File: config.mk
export PLATFORM = sky130hd
export DESIGN_NAME = bscr_system_control
export DESIGN_NICKNAME = d
export VERILOG_FILES = /design/src/verilog/bscr_system_control.v /design/src/verilog/bscr_socket_bits.v
export VERILOG_INCLUDE_DIRS = /design/src /design/src/verilog
export SDC_FILE = /design/constraint.sdc
export NUM_CORES = 1
export LEC_CHECK = 0
export ABC_CLOCK_PERIOD_IN_PS = 3400
export BUFFER_PORTS_ARGS = -buffer_cell sky130_fd_sc_hd__buf_2
export CAP_MARGIN = 30
export CORE_MARGIN = 2
export CORE_UTILIZATION = 40
export CTS_CLUSTER_DIAMETER = 40
export DETAILED_ROUTE_END_ITERATION = 10
export PLACE_DENSITY = 0.71
export SLEW_MARGIN = 10
export SYNTH_ARGS = -nofsm -noshare
export SYNTH_HDL_FRONTEND = slang
export SYNTH_SLANG_ARGS = --single-unit
File: constraint.sdc
create_clock -name core_clk -period 3.4 [get_ports core_clk]
set_input_delay 0.51 -clock core_clk [delete_from_list [all_inputs] [get_ports core_clk]]
set_output_delay 0.51 -clock core_clk [all_outputs]
set_load 0.05 [all_outputs]
File: src/verilog/bscr_defs.vh
`ifndef BSCR_DEFS_VH
`define BSCR_DEFS_VH
`define BSCR_OFFSET 8'h80
`define BSCR_RESET 32'h00449060
`define BSCR_BIT_STEP_HI 31
`define BSCR_BIT_STEP_LO 30
`define BSCR_BIT_TIE 29
`define BSCR_BIT_RSVD28 28
`define BSCR_BIT_CLKSRC 27
`define BSCR_BIT_ROUTE 26
`define BSCR_BIT_PWFLAG 25
`define BSCR_BIT_PWEN 24
`define BSCR_BIT_RSVD23 23
`define BSCR_BIT_RPDRIVE 22
`define BSCR_BIT_SUPPLY 21
`define BSCR_BIT_RVIDEO 20
`define BSCR_BIT_RSV_HI 19
`define BSCR_BIT_RSV_LO 16
`define BSCR_BIT_BURSTDN 15
`define BSCR_BIT_BURSTUP 14
`define BSCR_BIT_ACT 13
`define BSCR_BIT_RSVD12 12
`define BSCR_BIT_STREAM 11
`define BSCR_BIT_RISE 10
`define BSCR_BIT_FALL 9
`define BSCR_BIT_PROBE 8
`define BSCR_BIT_RSVD7 7
`define BSCR_BIT_LOWPWR 6
`define BSCR_BIT_IDLOCK 5
`define BSCR_SWCLK_DIV 16'd4
`endif

File: src/verilog/bscr_system_control.v
`timescale 1ns/1ps
`default_nettype none
`include "bscr_defs.vh"
module bscr_system_control (
	input wire core_clk,
	input wire rst,
	input wire cfg_wr,
	input wire cfg_rd,
	input wire cfg_func,
	input wire [7:0] cfg_addr,
	input wire [3:0] cfg_be,
	input wire [31:0] cfg_wdata,
	output reg [31:0] cfg_rdata,
	input wire [1:0] power_write,
	input wire [1:0] card_access,
	input wire [1:0] power_up_start,
	input wire [1:0] power_down_start,
	input wire [1:0] stream_done,
	input wire [1:0] delay_done,
	input wire [1:0] probe_active,
	input wire [1:0] card_is_32bit,
	input wire [1:0] card_is_16bit,
	input wire irq_a_in,
	input wire irq_b_in,
	input wire switch_clk_in,
	output wire irq_a_out,
	output wire irq_b_out,
	output wire interrupt_pin_tie_status,
	output wire [1:0] interrupt_slot_stepping,
	output wire switch_clk_out,
	output wire switch_clk_oe,
	output wire switch_clk,
	output wire irq2_out,
	output wire [1:0] card_change_irq,
	output wire [1:0] reserved_pin_oe,
	output wire [1:0] reserved_pin_out,
	output wire [1:0] supply_protect_on,
	output wire [1:0] addr_hi_float,
	output wire read_burst_down,
	output wire read_burst_up,
	output wire low_power_enable,
	output wire id_write_lock
);
	reg [1:0] step;
	reg tie;
	reg clk_src;
	reg route;
	reg irq_en;
	reg burst_dn;
	reg burst_up;
	reg low_pwr;
	reg id_lock;
	reg [3:0] g_rsv;
	reg [1:0] stream_busy;
	reg [1:0] rise_busy;
	reg [1:0] fall_busy;
	reg [1:0] up_dir;
	reg [15:0] div_cnt;
	reg div_clk;
	wire hit;
	wire wr_hit;
	wire wr_glob;
	wire [1:0] f_wr;
	wire [1:0] f_rd;
	wire [1:0] pw_flag;
	wire [1:0] act;
	wire [1:0] sup;
	wire [1:0] rvid;
	wire [1:0] rpd;
	wire [7:0] rsv_s;
	wire sel;
	assign hit = cfg_addr == `BSCR_OFFSET;
	assign wr_hit = cfg_wr && hit;
	assign wr_glob = wr_hit && !cfg_func;
	assign f_wr = {wr_hit && cfg_func, wr_hit && !cfg_func};
	assign f_rd = {cfg_rd && hit && cfg_func, cfg_rd && hit && !cfg_func};
	genvar gi;
	generate
		for (gi = 0; gi < 2; gi = gi + 1)
		begin : sock
			// one copy per function
			bscr_socket_bits u_bits (
				.core_clk(core_clk),
				.rst(rst),
				.wr_sel(f_wr[gi]),
				.rd_sel(f_rd[gi]),
				.be(cfg_be),
				.wdata(cfg_wdata),
				.power_write(power_write[gi]),
				.irq_enable(irq_en),
				.card_access(card_access[gi]),
				.power_write_irq_flag(pw_flag[gi]),
				.socket_activity(act[gi]),
				.supply_protection(sup[gi]),
				.reduced_video_port(rvid[gi]),
				.reserved_pin_drive(rpd[gi]),
				.rsv_bits(rsv_s[gi*4+3:gi*4])
			);
		end
	endgenerate
	always @(posedge core_clk)
	begin
		if (rst)
		begin
			step <= 2'b00;
			tie <= 1'b0;
			clk_src <= 1'b0;
			route <= 1'b0;
			irq_en <= 1'b0;
			burst_dn <= 1'b1;
			burst_up <= 1'b0;
			low_pwr <= 1'b1;
			id_lock <= 1'b1;
			g_rsv <= 4'h0;
		end
		else if (wr_glob)
		begin
			if (cfg_be[3])
			begin
				step <= cfg_wdata[`BSCR_BIT_STEP_HI:`BSCR_BIT_STEP_LO];
				tie <= cfg_wdata[`BSCR_BIT_TIE];
				clk_src <= cfg_wdata[`BSCR_BIT_CLKSRC];
				route <= cfg_wdata[`BSCR_BIT_ROUTE];
				irq_en <= cfg_wdata[`BSCR_BIT_PWEN];
			end
			if (cfg_be[1])
			begin
				burst_dn <= cfg_wdata[`BSCR_BIT_BURSTDN];
				burst_up <= cfg_wdata[`BSCR_BIT_BURSTUP];
			end
			if (cfg_be[0])
			begin
				low_pwr <= cfg_wdata[`BSCR_BIT_LOWPWR];
				id_lock <= cfg_wdata[`BSCR_BIT_IDLOCK];
				g_rsv <= cfg_wdata[4:1];
			end
		end
	end
	// power stream and delay status per socket
	always @(posedge core_clk)
	begin
		if (rst)
		begin
			stream_busy <= 2'b00;
			rise_busy <= 2'b00;
			fall_busy <= 2'b00;
			up_dir <= 2'b00;
		end
		else
		begin
			// direction of the stream in flight
			up_dir <= power_up_start | (up_dir & ~power_down_start);
			stream_busy <= (stream_busy | power_up_start | power_down_start)
				& ~(delay_done & ~(power_up_start | power_down_start));
			rise_busy <= (rise_busy & ~delay_done)
				| (stream_done & (power_up_start | (up_dir & ~power_down_start)));
			fall_busy <= (fall_busy & ~delay_done)
				| (stream_done & (power_down_start | (~up_dir & ~power_up_start)));
		end
	end
	// switch clock divider from core clock
	always @(posedge core_clk)
	begin
		if (rst)
		begin
			div_cnt <= 16'h0000;
			div_clk <= 1'b0;
		end
		else if (div_cnt == `BSCR_SWCLK_DIV - 16'd1)
		begin
			div_cnt <= 16'h0000;
			div_clk <= ~div_clk;
		end
		else
			div_cnt <= div_cnt + 16'd1;
	end
	assign switch_clk_out = div_clk;
	assign switch_clk_oe = clk_src;
	assign switch_clk = clk_src ? div_clk : switch_clk_in;
	assign interrupt_slot_stepping = step;
	assign irq_a_out = irq_a_in | (tie & irq_b_in);
	assign irq_b_out = tie ? 1'b0 : irq_b_in;
	assign interrupt_pin_tie_status = tie;
	assign irq2_out = !route && |pw_flag;
	assign card_change_irq = route ? pw_flag : 2'b00;
	assign reserved_pin_oe = rpd & card_is_32bit;
	assign reserved_pin_out = 2'b00;
	assign supply_protect_on = ~sup & card_is_16bit;
	assign addr_hi_float = rvid & card_is_16bit;
	assign read_burst_down = burst_dn;
	assign read_burst_up = burst_up;
	assign low_power_enable = low_pwr;
	assign id_write_lock = id_lock;
	assign sel = cfg_func;
	always @(posedge core_clk)
	begin
		if (rst)
			cfg_rdata <= 32'h00000000;
		else if (cfg_rd && hit)
			cfg_rdata <= {step, tie,
				1'b0,
				clk_src, route, pw_flag[sel], irq_en,
				1'b0, rpd[sel], sup[sel], rvid[sel], rsv_s[sel*4 +: 4],
				burst_dn, burst_up, act[sel],
				1'b1,
				stream_busy[sel], rise_busy[sel], fall_busy[sel],
				probe_active[sel],
				1'b0,
				low_pwr, id_lock, g_rsv, 1'b0};
		else
			cfg_rdata <= 32'h00000000;
	end
endmodule // bscr_system_control
`default_nettype wire

File: src/verilog/bscr_socket_bits.v
`timescale 1ns/1ps
`default_nettype none
`include "bscr_defs.vh"
module bscr_socket_bits (
	input wire core_clk,
	input wire rst,
	input wire wr_sel,
	input wire rd_sel,
	input wire [3:0] be,
	input wire [31:0] wdata,
	input wire power_write,
	input wire irq_enable,
	input wire card_access,
	output reg power_write_irq_flag,
	output reg socket_activity,
	output reg supply_protection,
	output reg reduced_video_port,
	output reg reserved_pin_drive,
	output reg [3:0] rsv_bits
);
	wire clr_flag;
	wire clr_act;
	assign clr_flag = wr_sel && be[3] && wdata[`BSCR_BIT_PWFLAG];
	assign clr_act = rd_sel && be[1];
	always @(posedge core_clk)
	begin
		if (rst)
		begin
			power_write_irq_flag <= 1'b0;
			socket_activity <= 1'b0;
			supply_protection <= 1'b0;
			reduced_video_port <= 1'b0;
			reserved_pin_drive <= 1'b1;
			rsv_bits <= 4'h4;
		end
		else
		begin
			// set wins over clear
			if (power_write && irq_enable)
				power_write_irq_flag <= 1'b1;
			else if (clr_flag)
				power_write_irq_flag <= 1'b0;
			if (card_access)
				socket_activity <= 1'b1;
			else if (clr_act)
				socket_activity <= 1'b0;
			if (wr_sel && be[2])
			begin
				reserved_pin_drive <= wdata[`BSCR_BIT_RPDRIVE];
				supply_protection <= wdata[`BSCR_BIT_SUPPLY];
				reduced_video_port <= wdata[`BSCR_BIT_RVIDEO];
				rsv_bits <= wdata[`BSCR_BIT_RSV_HI:`BSCR_BIT_RSV_LO];
			end
		end
	end
endmodule // bscr_socket_bits
`default_nettype wire

==> Yosys cells after proc, flatten, opt, wreduce, memory -nomap -nowiden <==
Index checks and enable logic that the tools add are counted.
{ "totals": {"input_bits": 70, "output_inout_bits": 55, "register_bits": 89} }
{ "classes": {"muxes": 30, "n_addsub": 1, "reduce_logical": 29, "shift": 1, "order_cmp": 1, "eq_ne": 2, "n_bitwise": 29} }
{ "op_table": {"columns": ["cell", "n"], "rows": [
  ["two-way mux 1 bit", 28],
  ["bitwise AND 2 bit", 11],
  ["logical AND 1 bit", 17],
  ["adder 16 x 1 -> 16 bit, second input constant", 1],
  ["equality test 16 x 2 -> 1 bit, second input constant", 1],
  ["inverter 2 bit", 7],
  ["bitwise OR 2 bit", 7],
  ["two-way mux 13 bit", 1],
  ["equality test 8 bit, second input constant", 1],
  ["nonzero test 2 bit", 4],
  ["variable part select 8 x 4 -> 4 bit", 1],
  ["AND reduction 2 bit", 3],
  ["OR reduction 2 bit", 3],
  ["zero test 1 bit", 2],
  ["< comparator 1 x 2 -> 1 bit, second input constant", 1],
  ["two-way mux 2 bit", 1],
  ["inverter 1 bit", 2],
  ["bitwise AND 1 bit", 1],
  ["bitwise OR 1 bit", 1]
]} }

==> Depth between registers and ports, before layout <==
Gate-level depths: netlist (run 1).
{ "logic_depth": {"word_depth": 7, "ltp_mapped": 6} }

==> Hierarchy <==
From an unflattened synthesis (run 1), not the netlist that was laid out.
{ "unflattened": {"hier_cells": 348, "hier_area_um2": 3435.8} }
{ "by_module_without_submodules": {"columns": ["module", "instances", "area_per_inst_um2", "cells_per_inst"], "rows": [
  ["bscr_system_control", 1, 2632.5, 272],
  ["bscr_socket_bits", 2, 401.6, 38]
]} }

==> Least setup slack after synthesis (run 1) <==
No wires, ideal clock.
{ "synth_timing": {"kind": "input to register", "start": "input cfg_addr[5]", "end": "register sock[1].u_bits.reserved_pin_drive", "slack_ns": 1.551, "setup_time_ns": 0.123, "required_ns": 3.277, "t_arrival_ns": 1.725, "cell_stages": 4, "cell_sequence": "nor4b_4 > nand4_4 > mux2i_1 > nand2_1"} }
{ "synth_via": {"elab_chain_len": 4} }
{ "synth_rtl": {"columns": ["element", "line_no", "source"], "rows": [
  ["from (decl)", "bscr_system_control.v:10", "input wire [7:0] cfg_addr,"],
  ["equality test 8 bit (no source line)", null, null],
  ["logical AND 1 bit", "bscr_system_control.v:73", "assign wr_hit = cfg_wr && hit;"],
  ["logical AND 1 bit", "bscr_system_control.v:75", "assign f_wr = {wr_hit && cfg_func, wr_hit && !cfg_func};"],
  ["logical AND 1 bit", "bscr_socket_bits.v:47", "if (wr_sel && be[2])"],
  ["to (signal assigned)", "bscr_socket_bits.v:49", "reserved_pin_drive <= wdata[`BSCR_BIT_RPDRIVE];"],
  ["to (decl)", "bscr_socket_bits.v:18", "output reg reserved_pin_drive,"]
]} }
No other way between the ends.
A chain may end at the register's enable or synchronous reset.

==> Worst setup path in the final report (run 1) <==
{ "layout_timing": {"start": "input cfg_addr[1]", "end": "register cfg_rdata[15]"} }
{ "layout_via": {"elab_chain_len": 4} }
{ "layout_rtl": {"columns": ["element", "line_no", "source"], "rows": [
  ["equality test 8 bit (no source line)", null, null],
  ["logical AND 1 bit", "bscr_system_control.v:199", "else if (cfg_rd && hit)"],
  ["inverter 1 bit (no source line)", null, null],
  ["OR reduction 2 bit (no source line)", null, null],
  ["to (signal assigned)", "bscr_system_control.v:200", "cfg_rdata <= {step, tie,"],
  ["to (decl)", "bscr_system_control.v:13", "output reg [31:0] cfg_rdata,"]
]} }
No other way between the ends.

==> results of run 1 <==
[critical path: cells and delay by family]
family | cells | cell delay (ns)
simple gates | 3 | 1.29
buf+inv | 2 | 0.41
[area by class of cell]
cell class | count | share of cell area
Sequential cell | 85 | 0.4172
Multi-Input combinational cell | 223 | 0.3571
Timing Repair Buffer | 109 | 0.1344
Tap cell | 105 | 0.03221
Clock buffer | 10 | 0.03129
Clock inverter | 6 | 0.01687
Inverter | 12 | 0.01104
[metal layers]
metal / wire [microns] / vias to the layer above / part of all wire
met5: 0 / - / 0
met4: 181 / 0 / 0.026
met3: 357 / 16 / 0.052
met2: 3263 / 72 / 0.48
met1: 3043 / 1191 / 0.44
li1: - / 1325 / -
[flip-flops by register name, indices dropped and copies added, names as in the netlist]
signal                            count
route                                 1
g_rsv                                 4
sock.u_bits.reduced_video_port        2
sock.u_bits.rsv_bits                  8
low_power_enable                      1
sock.u_bits.reserved_pin_drive        2
stream_busy                           2
fall_busy                             2
sock.u_bits.socket_activity           2
div_cnt                              16
irq_en                                1
switch_clk_oe                         1
rise_busy                             2
read_burst_up                         1
id_write_lock                         1
switch_clk_out                        1
sock.u_bits.supply_protection         2
sock.u_bits.power_write_irq_flag      2
read_burst_down                       1
interrupt_pin_tie_status              1
interrupt_slot_stepping               2
up_dir                                2
cfg_rdata                            28
[layout by cell type, fill, tap and decap left out, drive strengths merged, types with 4 or more instances in the layout]
cell | Yosys | final
nand4 | 13 | 13
conb | 1 | 6
nor2 | 64 | 64
nor4 | 8 | 8
clkbuf | 8 | 10
and2 | 21 | 21
inv | 12 | 14
buf | 10 | 109
nor2b | 4 | 4
mux2i | 36 | 36
xnor2 | 10 | 10
nand3 | 5 | 5
dfxtp | 85 | 85
nand2 | 12 | 12
a21oi | 13 | 13
o21ai | 6 | 6
nor3 | 9 | 9
xor2 | 5 | 5
[per-stage QoR]
step	std cells	setup WS, ns
2_1_floorplan	338	1.551
3_3_place_gp	534	1.092
3_5_place_dp	534	1.041
4_1_cts	550	1.425
5_1_grt	550	1.305
6_report	550	1.475
[report_power, final]
group	internal [W]	leakage, nW	switching (W)
clock network	0.000345	0.0973	0.000367
registers	0.00101	0.688	0.0000100
logic	0.0000508	1.18	0.0000911
total	0.00140	1.97	0.000469
[synthesized netlist by cell type, drive strengths merged]
library cell and n:
a211oi 2, a21o 1, a21oi 13, a32o 2, and2 21, and3 1, and4 1, buf 10
clkbuf 8, conb 1, dfxtp 85, ha 1, inv 12, mux2 1, mux2i 36, nand2 12
nand3 5, nand4 13, nor2 64, nor2b 4, nor3 9, nor4 8, nor4b 2, o21ai 6
xnor2 10, xor2 5
[how the worst min path moves through the flow]
stage	start	endpoint	slack, ns	cells after the start
floorplan	g_rsv[0]	cfg_rdata[1]	0.43	1
global placement	g_rsv[2]	cfg_rdata[3]	0.44	1
detailed placement	g_rsv[2]	cfg_rdata[3]	0.44	1
CTS	stream_done[0]	rise_busy[0]	0.36	2
global route	stream_done[0]	rise_busy[0]	0.38	2
finish	stream_done[0]	rise_busy[0]	0.38	2
[cells by family (layout without fill, tap and decap cells)]
kind of cell             after synthesis  count (layout)
AND/OR/NAND/NOR                      140             140
flip-flops                            85              85
multiplexers                          37              37
buffers and inverters                 30             137
AO/OA/AOI/OAI                         24              24
XOR/XNOR                              15              15
adder cells (fa/ha/maj)                1               1
other                                  1               6
==> impl_metrics.yaml, run 1 <==
run_status:
  status: "completed"
sta:
  finalHoldViolations: 0
  tightestPinTransition_ns: 0.8527
  period_share: 0.5661
  clock.fmax_ghz: 0.5196
  setup_violations: 0
  setup_tns_ns: 0
  rsz0062_at_grt: "false"
  finalClockSkew_ns: 0.01113
  min_period_ns: 1.925
  max_slew_margin: 0.4273
  maxSlewViolCount: 0
  holdWs_ns: 0.3762
cells_and_area:
  final_core_util: 0.5040
  fillers: 795
  syn_to_final_growth_pct: 24.24
  drive_gt1_frac: 0.2989
  multiInputGateArea_sq_mm: 0.001456
  n_antenna_cell: 0
  final_nets: 511
  register_area_sq_mm: 0.001702
  final_area_sq_mm: 0.004079
global_routing:
  grt_max_degree: 43
  overflow: 0
  grt.busiest_layer: "met2"
  grt_usage: 0.1633
  global_route.usage.met2: 0.2798
  globalRouteMet1Util: 0.1973
  gr-usage-met3: 0.03033
  grt_pass1_vias: 2455
  grt_pass1_wl_mm: 11.30
  grt_antenna_before_repair: 0
clock_tree:
  holdBufCountCts: 0
  clkLatencyLatePin_ns: 0.35
  cts.sinks: 85
  cts_tree: "yes"
  cts_made_buffers: 9
  cts_root_buf: "clkbuf_8"
  htreeDepth: 3
  cts.clk_slew.worst_paths_ns: 0.09
  clock_path_buffers: 2
  cts_resized: 0
  post_cts_buffers: 0
critical_path:
  cp-endpoint: "cfg_rdata[15]"
  critPathSlowestCell: "nor4_4"
  rr_worst_depth: 5
  max_stage_delay_ns: 0.77
  path_cells: "buf_2 > nor4_4 > nand4_4 > inv_2 > and2_1"
  reg2reg_slack_ns: 1.59
  crit_required_ns: 3.69
  critical_path.startpoint: "cfg_addr[1]"
  start_kind: "primary input"
  r2r-start: "div_cnt[0]"
  arrival_ns: 2.22
  reg2reg_to: "div_cnt[12]"
  critPathMaxFanout: 15
  crit_type: "primary input to flip-flop"
  end_kind: "flip-flop"
synthesis:
  yosys.area.top_type: "dfxtp_1"
  synth.mux.area_fraction: 0.1132
  netlist-cell-type-count: 33
  synthesis.area_sq_mm: 0.003283
  synth_top_area_share: 0.5183
  synth_area_per_cell_sq_um: 9.859
  yosys_warnings: 0
  synth_top_family_by_area: "simple AND/OR/NAND/NOR gates"
  synth_seq_cells: 85
  synth_compound_area_frac: 0.04192
  synthXorXnorAreaFrac: 0.04002
  synth.top_cells.by_area: "dfxtp_1, mux2i_1, nor2_1"
  synthCells: 333
  seq_area_frac_synth: 0.5183
  synthAdderAreaFrac: 0.003811
  synth-simple-area-share: 0.2378
power_and_ir_drop:
  irDropWorstVdd_v: 0.0002425
  p_per_area_mw_per_mm2: 459.1
  fin_total_pwr_w: 0.001873
  p_leak_nw: 1.968
placement:
  portBuffers: 108
  place_area_sq_mm: 0.003882
  gp_congestion: 0.7755
  dp_hpwl_mm: 4.972
floorplanning:
  die_h_microns: 94.60
  fp.dieW_microns: 94.60
  rows: 33
  ios: 125
  initial_core_util: 0.4057
  core_area_sq_mm: 0.008093
  die-area_sq_mm: 0.008948
routing:
  viasPerCell: 4.735
  drt-total-wl_mm: 6.846
  first_pass_iters: 4
  first_iter_violations: 54
  num_vias: 2604
  postRouteAntennaNets: 0
  wire_per_inst_microns: 12.45
  drc: 0
flow_run:
  drv_cap: 0
hold_path:
  hold_class: "primary input to flip-flop"
No activity file was read; power rests on OpenSTA's default activity.
==> run 2: changes to the inputs <==
--- a/config.mk
+++ b/config.mk
@@ -6,7 +6,7 @@
 export SDC_FILE = /design/constraint.sdc
 export NUM_CORES = 1
 export LEC_CHECK = 0
-export ABC_CLOCK_PERIOD_IN_PS = 3400
+export ABC_CLOCK_PERIOD_IN_PS = 2000
 export BUFFER_PORTS_ARGS = -buffer_cell sky130_fd_sc_hd__buf_2
 export CAP_MARGIN = 30
 export CORE_MARGIN = 2
==> constraint.sdc (replaced) <==
create_clock -name core_clk -period 2 [get_ports core_clk]
set_input_delay 0.3 -clock core_clk [delete_from_list [all_inputs] [get_ports core_clk]]
set_output_delay 0.3 -clock core_clk [all_outputs]
set_load 0.05 [all_outputs]
==> run 2 against run 1 <==
Clock-buffer cell count is 1 higher. Critical path depth is 3 lower. Combinational power is 77% higher. Wire length is 0.51% higher. Die area stayed put. Via count is 0.35% higher. First-iteration DRC count is 1.9% higher. Largest cell class unchanged.
==> impl_metrics.yaml, run 2 (synthesis results as in run 1) <==
sta:
  setup_tns_ns: 0
  setup_violations: 0
  finalHoldViolations: 0
  fin_ws_ns: 0.4189
  maxSlewViolCount: 0
  rsz0062_at_grt: "false"
  period_share: 0.7905
  finalClockSkew_ns: 0.005648
  clock.fmax_ghz: 0.6325
  min_period_ns: 1.581
hold_path:
  hold_class: "primary input to flip-flop"
cells_and_area:
  layout_commonest_cell: "buf_2"
  top_register: "cfg_rdata"
  final_nets: 518
  n_antenna_cell: 0
  syn_to_final_growth_pct: 27.44
  drive_gt1_frac: 0.3097
  largestRegisters: "cfg_rdata: 28 flops, div_cnt: 16 flops, sock.u_bits.rsv_bits: 8 flops"
  layout_common_cells: "buf_2, dfxtp_1, nor2_1"
  largest_reg_flops: 28
  final_area_sq_mm: 0.004184
critical_path:
  critPathMaxFanout: 4
  crit_required_ns: 1.70
  start_kind: "flip-flop"
  arrival_ns: 1.28
  crit_type: "flip-flop to output port"
  end_kind: "output port"
floorplanning:
  die_h_microns: 94.60
  die-area_sq_mm: 0.008948
  ios: 125
  rows: 33
  initial_core_util: 0.4057
  fp.dieW_microns: 94.60
  core_area_sq_mm: 0.008093
clock_tree:
  post_cts_buffers: 0
  cts_made_buffers: 9
  cts_resized: 0
  htreeDepth: 3
  cts_root_buf: "clkbuf_8"
  clock_path_buffers: 2
  cts.sinks: 85
  holdBufCountCts: 0
  clkLatencyLatePin_ns: 0.35
  cts_tree: "yes"
  cts.clk_slew.worst_paths_ns: 0.09
routing:
  wire_per_inst_microns: 12.35
  first_iter_violations: 55
  drt-total-wl_mm: 6.881
  drc: 0
  postRouteAntennaNets: 0
  num_vias: 2613
  first_pass_iters: 4
  viasPerCell: 4.691
global_routing:
  overflow: 0
  grt_pass1_vias: 2426
  grt_usage: 0.1590
  grt_antenna_before_repair: 0
  grt_pass1_wl_mm: 11.01
  grt_max_degree: 43
power_and_ir_drop:
  power_switching_w: 0.0007633
  power.share.combinational: 0.073
  clkPwrFrac: 0.423
  p_int_w: 0.002677
  p_leak_nw: 2.028
  pwr-share-seq: 0.504
  p_per_area_mw_per_mm2: 822.1
  p_sw_frac: 0.2219
  irDropWorstVdd_v: 0.0005590
placement:
  place_area_sq_mm: 0.003935
  gp_congestion: 0.7746
  portBuffers: 108
  dp_hpwl_mm: 5.047
  pre_cts_slack_ns: 0.4153
flow_run:
  drv_cap: 0
run_status:
  status: "completed"
==> run 2: changes by cell type in the layout (fill, tap and decap cells not counted) <==
cell	previous run	this run
clkinv_2	1	0
clkinv_4	1	2
clkbuf_8	9	10
inv_6	2	0
buf_4	1	8
clkinvlp_4	1	0
bufinv_16	1	3
==> run 2: worst paths after layout <==
check	from	cells past startpoint	slack [ns]	end
worst min-delay path	cfg_wdata[22]	3	0.18	sock[1].u_bits.reserved_pin_drive
worst max-delay path	switch_clk_oe	2	0.42	switch_clk
worst max register to register	div_cnt[0]	6	0.42	div_cnt[15]
worst min register to register	fall_busy[0]	2	0.46	fall_busy[0]
==> run 2: per-stage QoR <==
stage | power [W] | util | instances | hold slack [ns]
6_report | 0.003440 | 0.5170 | 557 | 0.1751
5_1_grt | 0.003585 | 0.5170 | 557 | 0.1657
4_1_cts | 0.003481 | 0.5170 | 557 | 0.1648
3_5_place_dp | 0.002025 | 0.4862 | 541 | 0.4451
3_3_place_gp | 0.002020 | 0.4862 | 541 | 0.4354
2_1_floorplan | 0.001925 | - | 338 | 0.4206
==> run 2: power by group through the flow <==
stage	clock [W]	combinational, W	sequential [W]
global placement	0	0.000249	0.00177
global route	0.00158	0.000273	0.00174
finish	0.00146	0.000252	0.00173
floorplan	0	0.000154	0.00177
detailed placement	0	0.000253	0.00177
CTS	0.00149	0.000254	0.00173
==> run 2: final cells by class <==
| type | count | area (sq um) |
|---|---|---|
| repair buffers | 116 | 600.6 |
| flip-flops and latches | 85 | 1702 |
| well taps | 105 | 131.4 |
| clock inverters | 5 | 107.6 |
| clock buffers | 11 | 141.4 |
| inverters | 12 | 45.04 |
| multi-input cells | 223 | 1456 |
| fillers | 777 | 3909 |
==> run 2: worst max-delay path, cell delays in order, from the launching register on <==
cell	delay (ns)
dfxtp_1	0.39
mux2_2	0.34
buf_2	0.21
==> run 2: routing by layer <==
metal / wire (microns) / GRT usage / vias up
li1: - / - / 1334
met1: 3096 / 0.1927 / 1196
met2: 3311 / 0.2673 / 73
met3: 328 / 0.03272 / 10
met4: 144 / 0.08092 / 0
met5: 0 / 0 / -
